File: src/request_filter_regs.svh
// register offsets, field positions, reset values and widths of the request node filter
`ifndef REQUEST_FILTER_REGS_SVH
`define REQUEST_FILTER_REGS_SVH

// ----------------------------------------------------------------------------
// register offsets (byte addresses)
// ----------------------------------------------------------------------------
`define ASYNC_LOW_SET_OFS   12'h108
`define ASYNC_LOW_CLR_OFS   12'h10c
`define PHYS_HIGH_SET_OFS   12'h110
`define PHYS_HIGH_CLR_OFS   12'h114
`define REQ_STATS_OFS       12'h1f0
`define LAST_REQ_OFS        12'h1f4
`define BUS_NUMBER_OFS      12'h1f8

// ----------------------------------------------------------------------------
// reset values and fields
// ----------------------------------------------------------------------------
`define FILTER_RESET        32'h0000_0000
`define REMOTE_BUSES_BIT    31
`define KEEP_ON_BUS_RESET   32'h8000_0000
`define LOCAL_BUS_ALIAS     10'h3ff
`define BUS_NUMBER_RESET    10'h3ff
`define BROADCAST_NODE      6'h3f
`define STAT_CNT_W          8
`define STAT_CNT_MAX        8'hff
`define STAT_CNT_ONE        8'h01
`define STAT_CNT_ZERO       8'h00

`endif

File: src/request_filter_pkg.sv
// types shared by the request node filter modules
package request_filter_pkg;

    typedef enum logic [1:0] {
        ROUTE_DROP  = 2'b00,
        ROUTE_ASYNC = 2'b01,
        ROUTE_PHYS  = 2'b10
    } route_t;

    typedef logic [5:0] node_id_t;
    typedef logic [9:0] bus_id_t;

endpackage

File: src/rsc_filter_reg.sv
// one read/set/clear filter word with bits that may survive the bus reset
`timescale 1ns/1ps
`default_nettype none

module rsc_filter_reg #(
    parameter int unsigned      WIDTH     = 32,
    parameter logic [WIDTH-1:0] RESET_VAL = '0,
    parameter logic [WIDTH-1:0] KEEP_MASK = '0
) (
    input  wire logic             clk,
    input  wire logic             rst_n,
    input  wire logic             por_n,
    input  wire logic             set_we,
    input  wire logic             clr_we,
    input  wire logic [WIDTH-1:0] wdata,
    output logic      [WIDTH-1:0] value
);

    logic [WIDTH-1:0] bus_part_ff;
    logic [WIDTH-1:0] keep_part_ff;
    logic [WIDTH-1:0] cur_value;
    logic [WIDTH-1:0] nxt_value;

    // ----------------------------------------------------------------------------
    // set and clear aliases
    // ----------------------------------------------------------------------------
    assign cur_value = (bus_part_ff & ~KEEP_MASK) | (keep_part_ff & KEEP_MASK);
    assign nxt_value = set_we ? (cur_value | wdata) :          // RQ17
                       clr_we ? (cur_value & ~wdata) :         // RQ17
                       cur_value;
    assign value     = cur_value;

    // ----------------------------------------------------------------------------
    // storage: kept bits answer only to power-on reset
    // ----------------------------------------------------------------------------
    always_ff @(posedge clk or negedge rst_n) begin
        if (!rst_n) begin
            bus_part_ff <= RESET_VAL & ~KEEP_MASK;             // RQ5
        end else begin
            bus_part_ff <= nxt_value & ~KEEP_MASK;
        end
    end

    always_ff @(posedge clk or negedge por_n) begin
        if (!por_n) begin
            keep_part_ff <= RESET_VAL & KEEP_MASK;             // RQ12
        end else begin
            keep_part_ff <= nxt_value & KEEP_MASK;
        end
    end

endmodule

`default_nettype wire

File: src/node_filter_decide.sv
// combinational accept and routing decision for one incoming request
`timescale 1ns/1ps
`default_nettype none

`include "request_filter_regs.svh"

module node_filter_decide
    import request_filter_pkg::*;
(
    input  wire logic [31:0] async_low,
    input  wire logic [31:0] async_high,
    input  wire logic [31:0] phys_low,
    input  wire logic [31:0] phys_high,
    input  wire bus_id_t     src_bus,
    input  wire node_id_t    src_node,
    input  wire bus_id_t     local_bus,
    input  wire logic        is_phys,
    output route_t           route,
    output logic             is_local,
    output logic             ack
);

    // node 63 is broadcast and owns no filter bit; only the top bit of the physical high word is read, as the remote bit
    function automatic logic node_bit(input logic [31:0] low, input logic [31:0] high,
                                      input node_id_t node);
        logic [4:0] idx;
        idx = node[4:0];
        if (node == `BROADCAST_NODE) begin
            node_bit = 1'b0;
        end else if (node[5]) begin
            node_bit = high[idx];                              // RQ13 RQ15 RQ16
        end else begin
            node_bit = low[idx];                               // RQ2
        end
    endfunction

    logic async_ok;
    logic phys_ok;
    logic remote_all;

    // ----------------------------------------------------------------------------
    // local versus remote source
    // ----------------------------------------------------------------------------
    assign is_local   = (src_bus == `LOCAL_BUS_ALIAS) || (src_bus == local_bus);
    assign remote_all = phys_high[`REMOTE_BUSES_BIT];          // RQ10 RQ11

    // node comparison is only made for local sources
    assign async_ok = is_local ? node_bit(async_low, async_high, src_node) : remote_all;  // RQ1 RQ9 RQ4
    assign phys_ok  = is_local ? node_bit(phys_low, phys_high, src_node) : remote_all;    // RQ6 RQ7

    assign ack   = async_ok;                                   // RQ10
    assign route = !async_ok ? ROUTE_DROP :
                   (is_phys && phys_ok) ? ROUTE_PHYS :          // RQ7
                   ROUTE_ASYNC;                                // RQ8

endmodule

`default_nettype wire

File: src/request_node_filter.sv
// apb register slave and per-node request filter for incoming bus requests
//
// Summary of operation
// RQ1: a 32-bit asynchronous filter enables requests from each low local node.
// RQ2: bit n of the low asynchronous filter accepts requests from node n.
// RQ3: low asynchronous filter has readable set alias 108h and clear alias 10ch.
// RQ4: low asynchronous filter behaves like the high one, other nodes only.
// RQ5: both filters reset to all zeros, every node disabled.
// RQ6: a 32-bit physical filter enables physical handling per high local node.
// RQ7: physical requests pass the asynchronous filter, then the physical filter.
// RQ8: clear physical bit sends the request to the async receive request context.
// RQ9: node comparison is done only for sources on the local bus.
// RQ10: remote-bus packets are not acknowledged unless physical bit 31 is set.
// RQ11: physical bit 31 set accepts all requests from remote buses.
// RQ12: physical bit 31 survives host bus reset; other bits reset normally.
// RQ13: physical bits 30 to 19 map to nodes 62 to 51.
// RQ14: physical high filter sits at set alias 110h, read/set/clear.
// RQ15: physical bits 18 to 0 map to nodes 50 to 32.
// RQ16: high asynchronous bits 30 to 0 map nodes 62 to 32; bit 31 remote (not read here; physical bit 31 decides remote acceptance).
// RQ17: ones written set or clear bits; zeros ignored; both aliases read value.
// RQ18: physical high filter has its clear alias at 114h.
//
// Design decision made here: the APB slave port.
`timescale 1ns/1ps
`default_nettype none

`include "request_filter_regs.svh"

module request_node_filter
    import request_filter_pkg::*;
(
    input  wire logic        pclk,
    input  wire logic        presetn,
    input  wire logic        power_on_rst_n,
    input  wire logic        psel,
    input  wire logic        penable,
    input  wire logic        pwrite,
    input  wire logic [11:0] paddr,
    input  wire logic [31:0] pwdata,
    output logic             pready,
    output logic             pslverr,
    output logic      [31:0] prdata,
    input  wire logic        req_valid,
    input  wire bus_id_t     req_src_bus,
    input  wire node_id_t    req_src_node,
    input  wire logic        req_is_phys,
    input  wire logic [31:0] async_high_filter,
    input  wire logic [31:0] phys_low_filter,
    output logic      [31:0] async_low_filter,
    output logic      [31:0] phys_high_filter,
    output logic             dec_valid,
    output route_t           dec_route,
    output logic             dec_ack,
    output node_id_t         dec_src_node
);

    // ----------------------------------------------------------------------------
    // saturating event counter step; a clear in the same cycle as an event keeps the event
    // ----------------------------------------------------------------------------
    function automatic logic [`STAT_CNT_W-1:0] cnt_step(input logic [`STAT_CNT_W-1:0] cnt,
                                                      input logic event_hit,
                                                      input logic clear);
        if (clear) begin
            cnt_step = event_hit ? `STAT_CNT_ONE : `STAT_CNT_ZERO;
        end else if (event_hit && (cnt != `STAT_CNT_MAX)) begin
            cnt_step = cnt + `STAT_CNT_ONE;
        end else begin
            cnt_step = cnt;
        end
    endfunction

    // ----------------------------------------------------------------------------
    // apb decode
    // ----------------------------------------------------------------------------
    logic setup_phase;
    logic access_phase;
    logic wr_access;
    logic hit_async_set;
    logic hit_async_clr;
    logic hit_phys_set;
    logic hit_phys_clr;
    logic hit_stats;
    logic hit_last;
    logic hit_bus_num;
    logic addr_hit;

    assign setup_phase  = psel && !penable;
    assign access_phase = psel && penable;
    assign wr_access    = access_phase && pwrite;

    assign hit_async_set = (paddr == `ASYNC_LOW_SET_OFS);      // RQ3
    assign hit_async_clr = (paddr == `ASYNC_LOW_CLR_OFS);      // RQ3
    assign hit_phys_set  = (paddr == `PHYS_HIGH_SET_OFS);      // RQ14
    assign hit_phys_clr  = (paddr == `PHYS_HIGH_CLR_OFS);      // RQ18
    assign hit_stats     = (paddr == `REQ_STATS_OFS);
    assign hit_last      = (paddr == `LAST_REQ_OFS);
    assign hit_bus_num   = (paddr == `BUS_NUMBER_OFS);
    assign addr_hit      = hit_async_set || hit_async_clr || hit_phys_set || hit_phys_clr ||
                           hit_stats || hit_last || hit_bus_num;

    // zero wait states: every access completes in its first access cycle
    assign pready  = 1'b1;
    assign pslverr = access_phase && !addr_hit;

    // ----------------------------------------------------------------------------
    // filter words
    // ----------------------------------------------------------------------------
    logic [31:0] async_low_value;
    logic [31:0] phys_high_value;

    rsc_filter_reg #(
        .WIDTH     (32),
        .RESET_VAL (`FILTER_RESET),
        .KEEP_MASK (`FILTER_RESET)
    ) u_async_low (
        .clk    (pclk),
        .rst_n  (presetn),
        .por_n  (power_on_rst_n),
        .set_we (wr_access && hit_async_set),                  // RQ1 RQ17
        .clr_we (wr_access && hit_async_clr),                  // RQ17
        .wdata  (pwdata),
        .value  (async_low_value)
    );

    // the remote-buses bit rides on power-on reset so a host bus reset leaves it alone
    rsc_filter_reg #(
        .WIDTH     (32),
        .RESET_VAL (`FILTER_RESET),
        .KEEP_MASK (`KEEP_ON_BUS_RESET)
    ) u_phys_high (
        .clk    (pclk),
        .rst_n  (presetn),
        .por_n  (power_on_rst_n),
        .set_we (wr_access && hit_phys_set),                   // RQ6 RQ14
        .clr_we (wr_access && hit_phys_clr),                   // RQ18
        .wdata  (pwdata),
        .value  (phys_high_value)
    );

    assign async_low_filter = async_low_value;
    assign phys_high_filter = phys_high_value;

    // ----------------------------------------------------------------------------
    // local bus number, steers the local/remote split
    // ----------------------------------------------------------------------------
    bus_id_t bus_number_ff;
    bus_id_t nxt_bus_number;

    assign nxt_bus_number = (wr_access && hit_bus_num) ? pwdata[9:0] : bus_number_ff;

    always_ff @(posedge pclk or negedge presetn) begin
        if (!presetn) begin
            bus_number_ff <= `BUS_NUMBER_RESET;
        end else begin
            bus_number_ff <= nxt_bus_number;
        end
    end

    // ----------------------------------------------------------------------------
    // request decision
    // ----------------------------------------------------------------------------
    route_t comb_route;
    logic   comb_local;
    logic   comb_ack;

    node_filter_decide u_decide (
        .async_low  (async_low_value),
        .async_high (async_high_filter),
        .phys_low   (phys_low_filter),
        .phys_high  (phys_high_value),
        .src_bus    (req_src_bus),
        .src_node   (req_src_node),
        .local_bus  (bus_number_ff),
        .is_phys    (req_is_phys),
        .route      (comb_route),
        .is_local   (comb_local),
        .ack        (comb_ack)
    );

    logic     dec_valid_ff;
    route_t   dec_route_ff;
    logic     dec_ack_ff;
    node_id_t dec_node_ff;
    logic     dec_local_ff;
    bus_id_t  dec_bus_ff;
    logic     [2:0] last_grant_ff;
    route_t   nxt_dec_route;
    logic     nxt_dec_ack;

    // an idle cycle shows a drop without ack so the outputs never hold stale grants
    assign nxt_dec_route = req_valid ? comb_route : ROUTE_DROP;   // RQ7 RQ8
    assign nxt_dec_ack   = req_valid && comb_ack;                 // RQ10

    always_ff @(posedge pclk or negedge presetn) begin
        if (!presetn) begin
            dec_valid_ff <= 1'b0;
            dec_route_ff <= ROUTE_DROP;
            dec_ack_ff   <= 1'b0;
        end else begin
            dec_valid_ff <= req_valid;
            dec_route_ff <= nxt_dec_route;
            dec_ack_ff   <= nxt_dec_ack;
        end
    end

    // source of the most recent request, held until the next one
    always_ff @(posedge pclk or negedge presetn) begin
        if (!presetn) begin
            dec_node_ff  <= 6'h00;
            dec_local_ff <= 1'b0;
            dec_bus_ff   <= 10'h000;
            last_grant_ff <= 3'b000;
        end else if (req_valid) begin
            dec_node_ff  <= req_src_node;
            dec_local_ff <= comb_local;
            dec_bus_ff   <= req_src_bus;
            // ack and route kept here too, the pulse copies are gone before software can read them
            last_grant_ff <= {comb_ack, comb_route};
        end
    end

    assign dec_valid    = dec_valid_ff;
    assign dec_route    = dec_route_ff;
    assign dec_ack      = dec_ack_ff;
    assign dec_src_node = dec_node_ff;

    // ----------------------------------------------------------------------------
    // request statistics, cleared by any write to the stats word
    // ----------------------------------------------------------------------------
    logic [`STAT_CNT_W-1:0] async_cnt_ff;
    logic [`STAT_CNT_W-1:0] phys_cnt_ff;
    logic [`STAT_CNT_W-1:0] drop_cnt_ff;
    logic [`STAT_CNT_W-1:0] nxt_async_cnt;
    logic [`STAT_CNT_W-1:0] nxt_phys_cnt;
    logic [`STAT_CNT_W-1:0] nxt_drop_cnt;
    logic                   stats_clear;
    logic                   ev_async;
    logic                   ev_phys;
    logic                   ev_drop;

    assign stats_clear = wr_access && hit_stats;
    assign ev_async    = dec_valid_ff && (dec_route_ff == ROUTE_ASYNC);
    assign ev_phys     = dec_valid_ff && (dec_route_ff == ROUTE_PHYS);
    assign ev_drop     = dec_valid_ff && (dec_route_ff == ROUTE_DROP);

    assign nxt_async_cnt = cnt_step(async_cnt_ff, ev_async, stats_clear);
    assign nxt_phys_cnt  = cnt_step(phys_cnt_ff, ev_phys, stats_clear);
    assign nxt_drop_cnt  = cnt_step(drop_cnt_ff, ev_drop, stats_clear);

    always_ff @(posedge pclk or negedge presetn) begin
        if (!presetn) begin
            async_cnt_ff <= `STAT_CNT_ZERO;
            phys_cnt_ff  <= `STAT_CNT_ZERO;
            drop_cnt_ff  <= `STAT_CNT_ZERO;
        end else begin
            async_cnt_ff <= nxt_async_cnt;
            phys_cnt_ff  <= nxt_phys_cnt;
            drop_cnt_ff  <= nxt_drop_cnt;
        end
    end

    // ----------------------------------------------------------------------------
    // read data, captured in the setup cycle so prdata comes from a flop
    // ----------------------------------------------------------------------------
    logic [31:0] stats_word;
    logic [31:0] last_word;
    logic [31:0] bus_word;
    logic [31:0] rd_mux;
    logic [31:0] prdata_ff;
    logic [31:0] nxt_prdata;

    assign stats_word = {8'h00, drop_cnt_ff, phys_cnt_ff, async_cnt_ff};
    assign last_word  = {11'h000, last_grant_ff, dec_local_ff,
                         dec_bus_ff, 1'b0, dec_node_ff};
    assign bus_word   = {22'h00_0000, bus_number_ff};

    assign rd_mux = (hit_async_set || hit_async_clr) ? async_low_value :   // RQ17
                    (hit_phys_set || hit_phys_clr)   ? phys_high_value :   // RQ17
                    hit_stats                        ? stats_word :
                    hit_last                         ? last_word :
                    hit_bus_num                      ? bus_word :
                    32'h0000_0000;

    assign nxt_prdata = (setup_phase && !pwrite) ? rd_mux : prdata_ff;

    always_ff @(posedge pclk or negedge presetn) begin
        if (!presetn) begin
            prdata_ff <= 32'h0000_0000;
        end else begin
            prdata_ff <= nxt_prdata;
        end
    end

    assign prdata = prdata_ff;

endmodule

`default_nettype wire

File: config.mk
export PLATFORM = sky130hd
export DESIGN_NAME = request_node_filter
export DESIGN_NICKNAME = d
export VERILOG_FILES = /design/src/request_filter_pkg.sv /design/src/rsc_filter_reg.sv /design/src/node_filter_decide.sv /design/src/request_node_filter.sv
export VERILOG_INCLUDE_DIRS = /design/src /design/src/src
export SDC_FILE = /design/constraint.sdc
export NUM_CORES = 1
export LEC_CHECK = 0
export ABC_CLOCK_PERIOD_IN_PS = 5400
export BUFFER_PORTS_ARGS = -buffer_cell sky130_fd_sc_hd__buf_4
export CORE_ASPECT_RATIO = 0.9
export CORE_MARGIN = 2
export CORE_UTILIZATION = 57
export CTS_CLUSTER_DIAMETER = 200
export CTS_CLUSTER_SIZE = 20
export DETAILED_ROUTE_END_ITERATION = 8
export PLACE_DENSITY_LB_ADDON = 0.25
export RECOVER_POWER = 50
export SLEW_MARGIN = 40
export SYNTH_ARGS = -nofsm -noshare
export SYNTH_HDL_FRONTEND = slang
export SYNTH_SLANG_ARGS = --single-unit
File: constraint.sdc
create_clock -name pclk -period 5.4 [get_ports pclk]
set_clock_uncertainty 0.2 [all_clocks]
set_input_delay 0.54 -clock pclk [delete_from_list [all_inputs] [get_ports pclk]]
set_output_delay 0.54 -clock pclk [all_outputs]
set_load 0.05 [all_outputs]
==> Word level (Yosys, flattened, before mapping) <==
Index checks and enable logic that the tools add are counted.
{ "word_totals": {"elab_cells": 110, "ff_bits": 154, "out_inout_bits": 108, "in_bits": 132} }
{ "classes": {"eq_ne": 15, "order_cmp": 1, "reduce_logical": 35, "add_sub_neg": 3, "n_mux": 35, "bitwise": 6} }
{ "ops": {"columns": ["op", "count"], "rows": [
  ["$mux W32", 6],
  ["$eq A12 B9 Y1 const B", 7],
  ["$and A32 B32 Y32", 2],
  ["$or A32 B32 Y32", 2],
  ["$mux W8", 6],
  ["$not A32 Y32", 1],
  ["$or A31 B32 Y32", 1],
  ["$add A8 B1 Y8 const B", 3],
  ["$mux W24", 1],
  ["$ne A8 B8 Y1 const B", 3],
  ["$mux W21", 1],
  ["$bmux W1 S5", 4],
  ["$logic_and A1 B1 Y1", 19],
  ["$mux W1", 13],
  ["$eq A10 B10 Y1", 1],
  ["$eq A10 B10 Y1 const B", 1],
  ["$mux W10", 1],
  ["$logic_or A1 B1 Y1", 8],
  ["$reduce_bool A2 Y1", 4],
  ["$eq A6 B6 Y1 const B", 1],
  ["$lt A5 B6 Y1 const B", 1],
  ["$mux W2", 3],
  ["$logic_not A1 Y1", 3],
  ["$eq A2 B1 Y1 const B", 1],
  ["other kinds (2)", 2]
]} }

==> Depth between registers and ports, before layout <==
Gate-level depths: netlist of run 1.
{ "logic_depth": {"ltp_word": 10, "mapped_depth": 9, "mapped_depth_nobuf": 7} }

==> Modules after synthesis <==
From an unflattened synthesis of run 1, not the netlist that was laid out.
{ "hier_totals": {"cells_unflattened": 817, "area_unflattened_um2": 8519.4} }
{ "modules_own_cells": {"columns": ["mod", "n_inst", "area_per_inst_um2", "cells_each", "seq_area_each_um2"], "rows": [
  ["request_node_filter", 1, 4655.7, 491, 2264.7],
  ["rsc_filter_reg", 2, 1249.9, 102, 800.8],
  ["node_filter_decide", 1, 1363.8, 122, 0.0]
]} }

==> Worst setup path before layout of run 1 <==
OpenSTA, ideal clock, no wires.
{ "synth_timing": {"path_type": "input to output", "from": "in paddr[7]", "to": "out pslverr", "setup_slack_ns": 2.298, "n_path_buf": 1, "required_time_ns": 4.660, "stages": 5, "arrival_ns": 2.362, "path_cell_list": "and4_1 nand3_1 clkbuf_1 nand4_1 nor3_1"} }
{ "synth_via": {"elab_chain_cells": 9, "word_cells_on_any_way": 15, "classes_between": "7 x eq/ne; 8 x reduce/logical"} }
{ "synth_lines": {"columns": ["item", "line_no", "text"], "rows": [
  ["start: declaration", "request_node_filter.sv:38", "input wire logic [11:0] paddr,"],
  ["$eq A12 B9 Y1 (no line)", null, null],
  ["$logic_or A1 B1 Y1 (4 in a row)", "request_node_filter.sv:98", "assign addr_hit = hit_async_set || hit_async_clr || hit_phys_set || hit_phys_clr ||"],
  ["$logic_or A1 B1 Y1", "request_node_filter.sv:99", "hit_stats || hit_last || hit_bus_num;"],
  ["$logic_or A1 B1 Y1 *", "request_node_filter.sv:99", null],
  ["$logic_not A1 Y1 *", "request_node_filter.sv:103", "assign pslverr = access_phase && !addr_hit;"],
  ["$logic_and A1 B1 Y1 *", "request_node_filter.sv:103", null],
  ["end: declaration", "request_node_filter.sv:41", "output logic pslverr,"]
]} }
Mark *: on every way between the ends. The rest lies on a longest branch, timed or not.

==> Worst setup path after layout of run 1 <==
{ "layout_timing": {"from": "in paddr[9]", "to": "out pslverr"} }
The elaborated chain is that of the path after synthesis.

==> metrics, run 1 <==
most frequent cell on the critical path buf_4; highest metal layer with signal wires met4; area enclosed by the die boundary 15,300 sq um; FILL cells 1,041; area share of xor/xnor cells in the synthesized design 2.90%; CP cell instances buf_4, nor4b_2, nand2_1, nor3_2, buf_4, nor3_1, buf_4; DRT antenna net count 0; area fraction in compound gates after synthesis 18.0%; overall power of the completed layout 3.16 mW; capturing point of the worst reg2reg path last_grant_ff[0]; Largest delay share family, worst path simple AND/OR/NAND/NOR gates; worst-case hold slack -0.0249 ns; Slowest cell on crit path buf_4; final wirelength 27.4 mm; post-layout util 75.4%; routed wire length per instance 22.6 um; simple-gate area share of the yosys netlist 12.6%; R2R cell count 6; IR drop worst, VDD 0.000242 V; setup slack at placement 2.11 ns; post-CTS setup-driven buffer insertion count 0; type of the worst setup path in -> out; setup total negative slack 0 ns; max-slew violation count 0; count of input and output buffers 238; vias in the first global route 7,505; cell leakage power 4.66 nW; number of antenna violations at the first check in global routing 0; Seq pwr share 41.6%; area inside the core boundary 14,000 sq um; mux cell area share after synthesis 15.1%; Post-Route M1 WL 10.6 mm; total DRC errors in the routed layout 0; Sw Share 29.2%; Peak Freq 333 MHz; die width 130 um; Cells after Synth 798; Setup-failing EPs final 0; net count of the finished layout 1,142; Site Rows 41; router iterations before antenna repair 6; diodes inserted 0; Die Y-Extent 118 um; Non-Filler Cell Area, Final 10,600 sq um; setup slack after layout 2.40 ns; clock input transition at the sequential cells of the worst setup and hold paths 0.06 ns; worst-case register-to-register setup slack 2.63 ns; violations in the final reports negative hold slack; largest driver fanout on the critical path 33; share of the clock period used by the worst path 55.6%; proportion of synthesized chip area in sequential cells 47.4%; initial DRC count 996; arrival time at the worst endpoint 2.26 ns; combinational share of power 17.8%; maximum cell stage delay along the critical path 0.40 ns; Post-Place Cell Area 10,000 sq um; switching pwr 0.922 mW; total nets after synthesis 933; maximum clock path buffer count 2; nature of the critical path endpoint output port; headroom to the max-slew limit 2.58%; number of distinct library cells after synthesis 61; via density per instance 6.49; # Max-Cap Violations 0; met3 routed wirelength 2.98 mm; Multi-input gate area 4040 sq um; number of warning messages in the yosys log 0; Stages on worst setup path 7; clock tree sinks 154; launching element type of the critical path primary input; number of ports placed on the die boundary 240; remaining global-route overflow 0; cell-internal power 2.24 mW; flip-flop and latch count after synthesis 154; Clk network pwr share 40.7%; global-route usage over all layers 36.0%; routability congestion estimate 0.892; worst min-delay path category in -> async; Clk Latency, worst-skew pair 0.43 ns; Layout area overhead 29.3%; proportion of synthesized flip-flops having asynchronous set or reset 100%; DP Cell Count 1,180; fraction of layout instances using a drive strength above 1 30.6%; main combinational cell family by area after synthesis compound AO/OA/AOI/OAI gates; number of levels in the clock H-tree 4; post-synthesis instance area 8160 sq um; number of buffers created by CTS 17; share of synthesized cell area in full adder, half adder and majority cells 0.460%; maximum number of pins on one net before global-route repair 91; Critical R2R Launch bus_number_ff[9]; sum of net half-perimeters after detailed placement 18.8 mm; global-route wire length before repair 41.7 mm; met2 wire length 12.8 mm; average cell area after synthesis 10.2 sq um; RSZ-0062 raised after global routing false; Pwr per Cell Area 299 nW/um^2; via count 7,868; footprint of the flip-flops and latches 3870 sq um; count of buffering cells on the critical path with inverters included 3; status complete, but fails checks; final count of hold timing violations 19; required time worst endpoint 4.66 ns; dominant register cell in the synthesized netlist dfrtp_1; post-layout min period 3.00 ns; CTS Root Buffer Type clkbuf_16; clock tree from TritonCTS built; count of flip-flops with a built-in enable after synthesis 0; Initial Util 58.3%; fin cells 1,213; transition time at the pin with the least slew margin 1.46 ns
[routing by layer]
metal	vias up	track usage (%)
li1	3406	-
met1	3847	49.2
met2	536	54.6
met3	79	10.0
met4	0	14.4
met5	-	0
[Yosys cell counts, drive strengths merged, types with 7 or more instances]
cell type,instances,area share [%]
mux4,21,5.8
clkbuf,41,1.9
dfstp,10,3.2
nor2b,13,1.0
a21oi,92,5.6
nand4,7,0.54
nor2,86,4.0
o21ai,19,1.2
nor3,12,0.80
a31oi,68,5.2
a221oi,13,1.5
a22oi,12,1.1
mux2i,43,5.3
nand2,47,2.2
and3,7,0.54
xor2,21,2.3
mux2,29,4.0
dfrtp,144,44
a41oi,8,0.86
inv,14,0.64
buf,15,1.1
nand3,13,0.80
[cells in the final DEF, fill, tap and decap left out, types with 3 or more instances in the layout]
cell       count
o22ai_1        3
xor2_1        21
buf_4        204
clkbuf_8       4
clkbuf_1      37
a311oi_1       4
nand2b_1       3
clkinv_2       5
inv_1         14
xnor2_1        6
mux2i_1       43
nand3_1       12
clkbuf_16     17
a31oi_1       68
nor2_1        84
a221oi_1      12
a222oi_1       5
nor3_1        10
mux4_2        21
ha_1           3
nand4_1        7
or3_1          3
and2_1         3
o21ai_0       18
dfrtp_1      144
and3_1         7
nand2_1       47
bufinv_16      4
and4_1         3
a21oi_1       92
nor2b_1       13
a41oi_1        8
dfstp_2       10
mux2_2        29
a22oi_1       12
[worst max-delay path by stage]
stage | start | end | slack, ns
floorplan | paddr[7] | pslverr | 2.30
global placement | paddr[9] | async_cnt_ff[0] | 2.17
detailed placement | req_src_node[1] | last_grant_ff[0] | 2.11
CTS | paddr[9] | pslverr | 2.21
global route | paddr[9] | pslverr | 2.25
finish | paddr[9] | pslverr | 2.40
[logic make-up (layout without fill, tap and decap cells)]
group,after synthesis,in the layout
buffers and inverters,70,292
adder cells (fa/ha/maj),3,3
flip-flops,154,154
multiplexers,93,93
AND/OR/NAND/NOR,213,213
other,1,1
XOR/XNOR,27,27
AO/OA/AOI/OAI,237,237
[repair_timing]
item,CTS,global route
resized for setup,0,0
endpoints found under the hold margin,1,0
hold buffers,1,0
[cell type report]
type / count / share of cell area [%]
Clock inverter: 12 / 1.60
Timing Repair Buffer: 246 / 16.3
Sequential cell: 154 / 36.6
Inverter: 14 / 0.498
Clock buffer: 20 / 4.42
Tap cell: 193 / 2.29
Multi-Input combinational cell: 574 / 38.2
[power by group through the flow]
stage	registers [mW]	clock network, mW	logic [mW]
6_report	1.31	1.28	0.562
4_1_cts	1.31	1.29	0.594
3_3_place_gp	1.33	0	0.576
2_1_floorplan	1.46	0	0.201
5_1_grt	1.32	1.35	0.601
3_5_place_dp	1.33	0	0.591
Note: power is estimated with default switching activity, not from simulation.
==> run 2: changes to the inputs <==
- ABC_AREA: unset -> 1
- ABC_CLOCK_PERIOD_IN_PS: 5400 -> 2450
- CORE_UTILIZATION: 57 -> 49
- clock period: 5.4 -> 2.45 ns (I/O delays scaled with it)
==> metrics, run 2 <==
status complete, but fails checks; violations in the final reports max-capacitance violations, max-slew violations; main combinational cell family by area after synthesis simple AND/OR/NAND/NOR gates; initial DRC count 876; via count 10,000; routed wire length per instance 17.3 um; diodes inserted 0; number of antenna violations at the first check in global routing 0; RSZ-0062 raised after global routing false; launching element type of the critical path primary input; Setup-failing EPs final 0; global-route usage over all layers 32.6%; number of levels in the clock H-tree 4; Cells after Synth 1,315; share of synthesized cell area in full adder, half adder and majority cells 0.412%; type of the worst setup path in -> reg; required time worst endpoint 2.57 ns; count of flip-flops with a built-in enable after synthesis 0; post-layout min period 2.26 ns; largest driver fanout on the critical path 12; clock input transition at the sequential cells of the worst setup and hold paths 0.07 ns; router iterations before antenna repair 5; met2 routing resource usage after global routing 51.3%; IR drop worst, VDD 0.000492 V; global-route wire length before repair 50.3 mm; worst-case register-to-register setup slack 0.21 ns; number of buffers created by CTS 17; average cell area after synthesis 6.94 sq um; proportion of synthesized chip area in sequential cells 42.4%; most common cell after layout, fill and taps aside nand2_1; sum of net half-perimeters after detailed placement 23.0 mm; number of ports placed on the die boundary 240; maximum number of pins on one net before global-route repair 64; number of warning messages in the yosys log 0; CTS Root Buffer Type clkbuf_16; DP Cell Count 1,767; clock tree sinks 154; FILL cells 1,642; cell leakage power 6.32 nW; Largest delay share family, worst path buffers and inverters; die width 148 um; setup total negative slack 0 ns; mux cell area share after synthesis 0.549%; final count of hold timing violations 0; global-route met1 utilization 44.8%; Pwr per Cell Area 519 nW/um^2; cell taking the most area after synthesis dfrtp_1; top cells by count, synth nand2_1, inv_1, o21ai_0; top cell type's share of synthesized area 39.5%; Initial Util 49.9%; leading cell type by number of instances after synthesis nand2_1; Non-Filler Cell Area, Final 12,200 sq um; Site Rows 47; Critical Path Start req_src_node[2]; proportion of synthesized flip-flops having asynchronous set or reset 100%; area inside the core boundary 18,300 sq um; arrival time at the worst endpoint 2.38 ns; largest cells by area after synthesis dfrtp_1, nand2_1, inv_1; max-slew violation count 63; share of the clock period used by the worst path 92.2%; commonest cells after routing, fill and taps aside nand2_1, inv_1, buf_4, o21ai_0, dfrtp_1; area enclosed by the die boundary 19,700 sq um; dominant register cell in the synthesized netlist dfrtp_1; clock tree from TritonCTS built; Clk Latency, worst-skew pair 0.43 ns; Peak Freq 443 MHz; flip-flop and latch count after synthesis 154; footprint of the flip-flops and latches 3870 sq um; count of buffering cells on the critical path with inverters included 3; post-synthesis instance area 9120 sq um; CP cell instances dlygate4sd3_1, buf_4, nand2_1, inv_2, nand2_1, a21oi_1, nor2_1, nand2_1, nand3_1, nand2_1, nand2_1, nand2_1, nand2_1, nand2_1, nand2_1; busiest metal layer after global routing met2; Multi-input gate area 4020 sq um; vias in the first global route 9,558; Slowest cell on crit path dlygate4sd3_1; # Max-Cap Violations 1; count of input and output buffers 238; most frequent cell on the critical path nand2_1; Critical R2R Launch bus_number_ff[7]; simple-gate area share of the yosys netlist 25.9%; Die Y-Extent 133 um; maximum cell stage delay along the critical path 0.55 ns; post-CTS setup-driven buffer insertion count 0; Post-Place Cell Area 11,200 sq um; worst hold start pwrite; worst-case hold slack 0.182 ns; area share of xor/xnor cells in the synthesized design 0.480%; nature of the critical path endpoint register; fraction of layout instances using a drive strength above 1 18.6%; final wirelength 32.0 mm; maximum clock path buffer count 2; total DRC errors in the routed layout 0; net count of the finished layout 1,729; met3 global-route usage 5.79%; remaining global-route overflow 0; total nets after synthesis 1,450; number of distinct library cells after synthesis 45; worst min-delay path category in -> reg; DRT antenna net count 0; transition time at the pin with the least slew margin 1.63 ns; overall power of the completed layout 6.35 mW; area fraction in compound gates after synthesis 16.5%; routability congestion estimate 0.913; headroom to the max-slew limit -8.73%; Layout area overhead 34.0%; via density per instance 5.42; fin cells 1,852
==> run 2: per-stage QoR <==
stage | util (%) | worst slack (ns)
2_1_floorplan | - | 0.451
3_3_place_gp | 61.5 | 0.302
3_5_place_dp | 61.5 | 0.218
4_1_cts | 67.6 | 0.138
5_1_grt | 66.8 | 0.0665
6_report | 66.8 | 0.191
==> run 2: repair_timing <==
action	4_1_cts	5_1_grt
hold buffers	53	0
resized for setup	0	1
hold endpoints to repair	156	0
endpoints found under the setup margin	0	2
==> run 2: layer usage <==
metal,routed length (um),up-vias
met5,0,-
met4,1150,0
met3,2760,83
met2,14500,548
met1,13600,4672
li1,-,4738
==> run 2: worst min-delay path: stages <==
cell     delay [ns]
buf_4          0.09
nor3_2         0.04
buf_4          0.24
nand2_1        0.11
nand2_1        0.04
==> run 2: worst paths after layout <==
kind	cells past startpoint	endpoint
max	15	last_grant_ff[0]
min	5	prdata[31]
max reg2reg	10	last_grant_ff[0]
min reg2reg	2	prdata[30]
min in group asynchronous	3	u_phys_high.keep_part_ff[31]
max in group asynchronous	3	prdata[24]
==> run 2: logic make-up (layout without fill, tap and decap cells) <==
| group | after synthesis | count (layout) |
|---|---|---|
| AOI/OAI and AO/OA | 272 | 272 |
| xor gates and xnor gates | 5 | 5 |
| adders and majority gates | 3 | 3 |
| buffers and inverters | 309 | 601 |
| DFF | 154 | 154 |
| muxes | 5 | 5 |
| other | 1 | 1 |
| and+or+nand+nor | 566 | 566 |
==> run 2: cell type report <==
type | instances | share of cell area [%]
Tap cell | 245 | 2.51
Clock inverter | 14 | 1.40
Inverter | 247 | 7.59
Timing Repair Buffer | 322 | 20.5
Multi-Input combinational cell | 852 | 32.9
Sequential cell | 154 | 31.6
Clock buffer | 18 | 3.51
==> run 2: power breakdown <==
| group | total, mW | internal (mW) | switching [mW] | leakage (nW) |
|---|---|---|---|---|
| clock | 2.74 | 1.61 | 1.13 | 0.292 |
| sequential | 2.68 | 2.63 | 0.0563 | 1.87 |
| combinational | 0.927 | 0.370 | 0.557 | 4.16 |
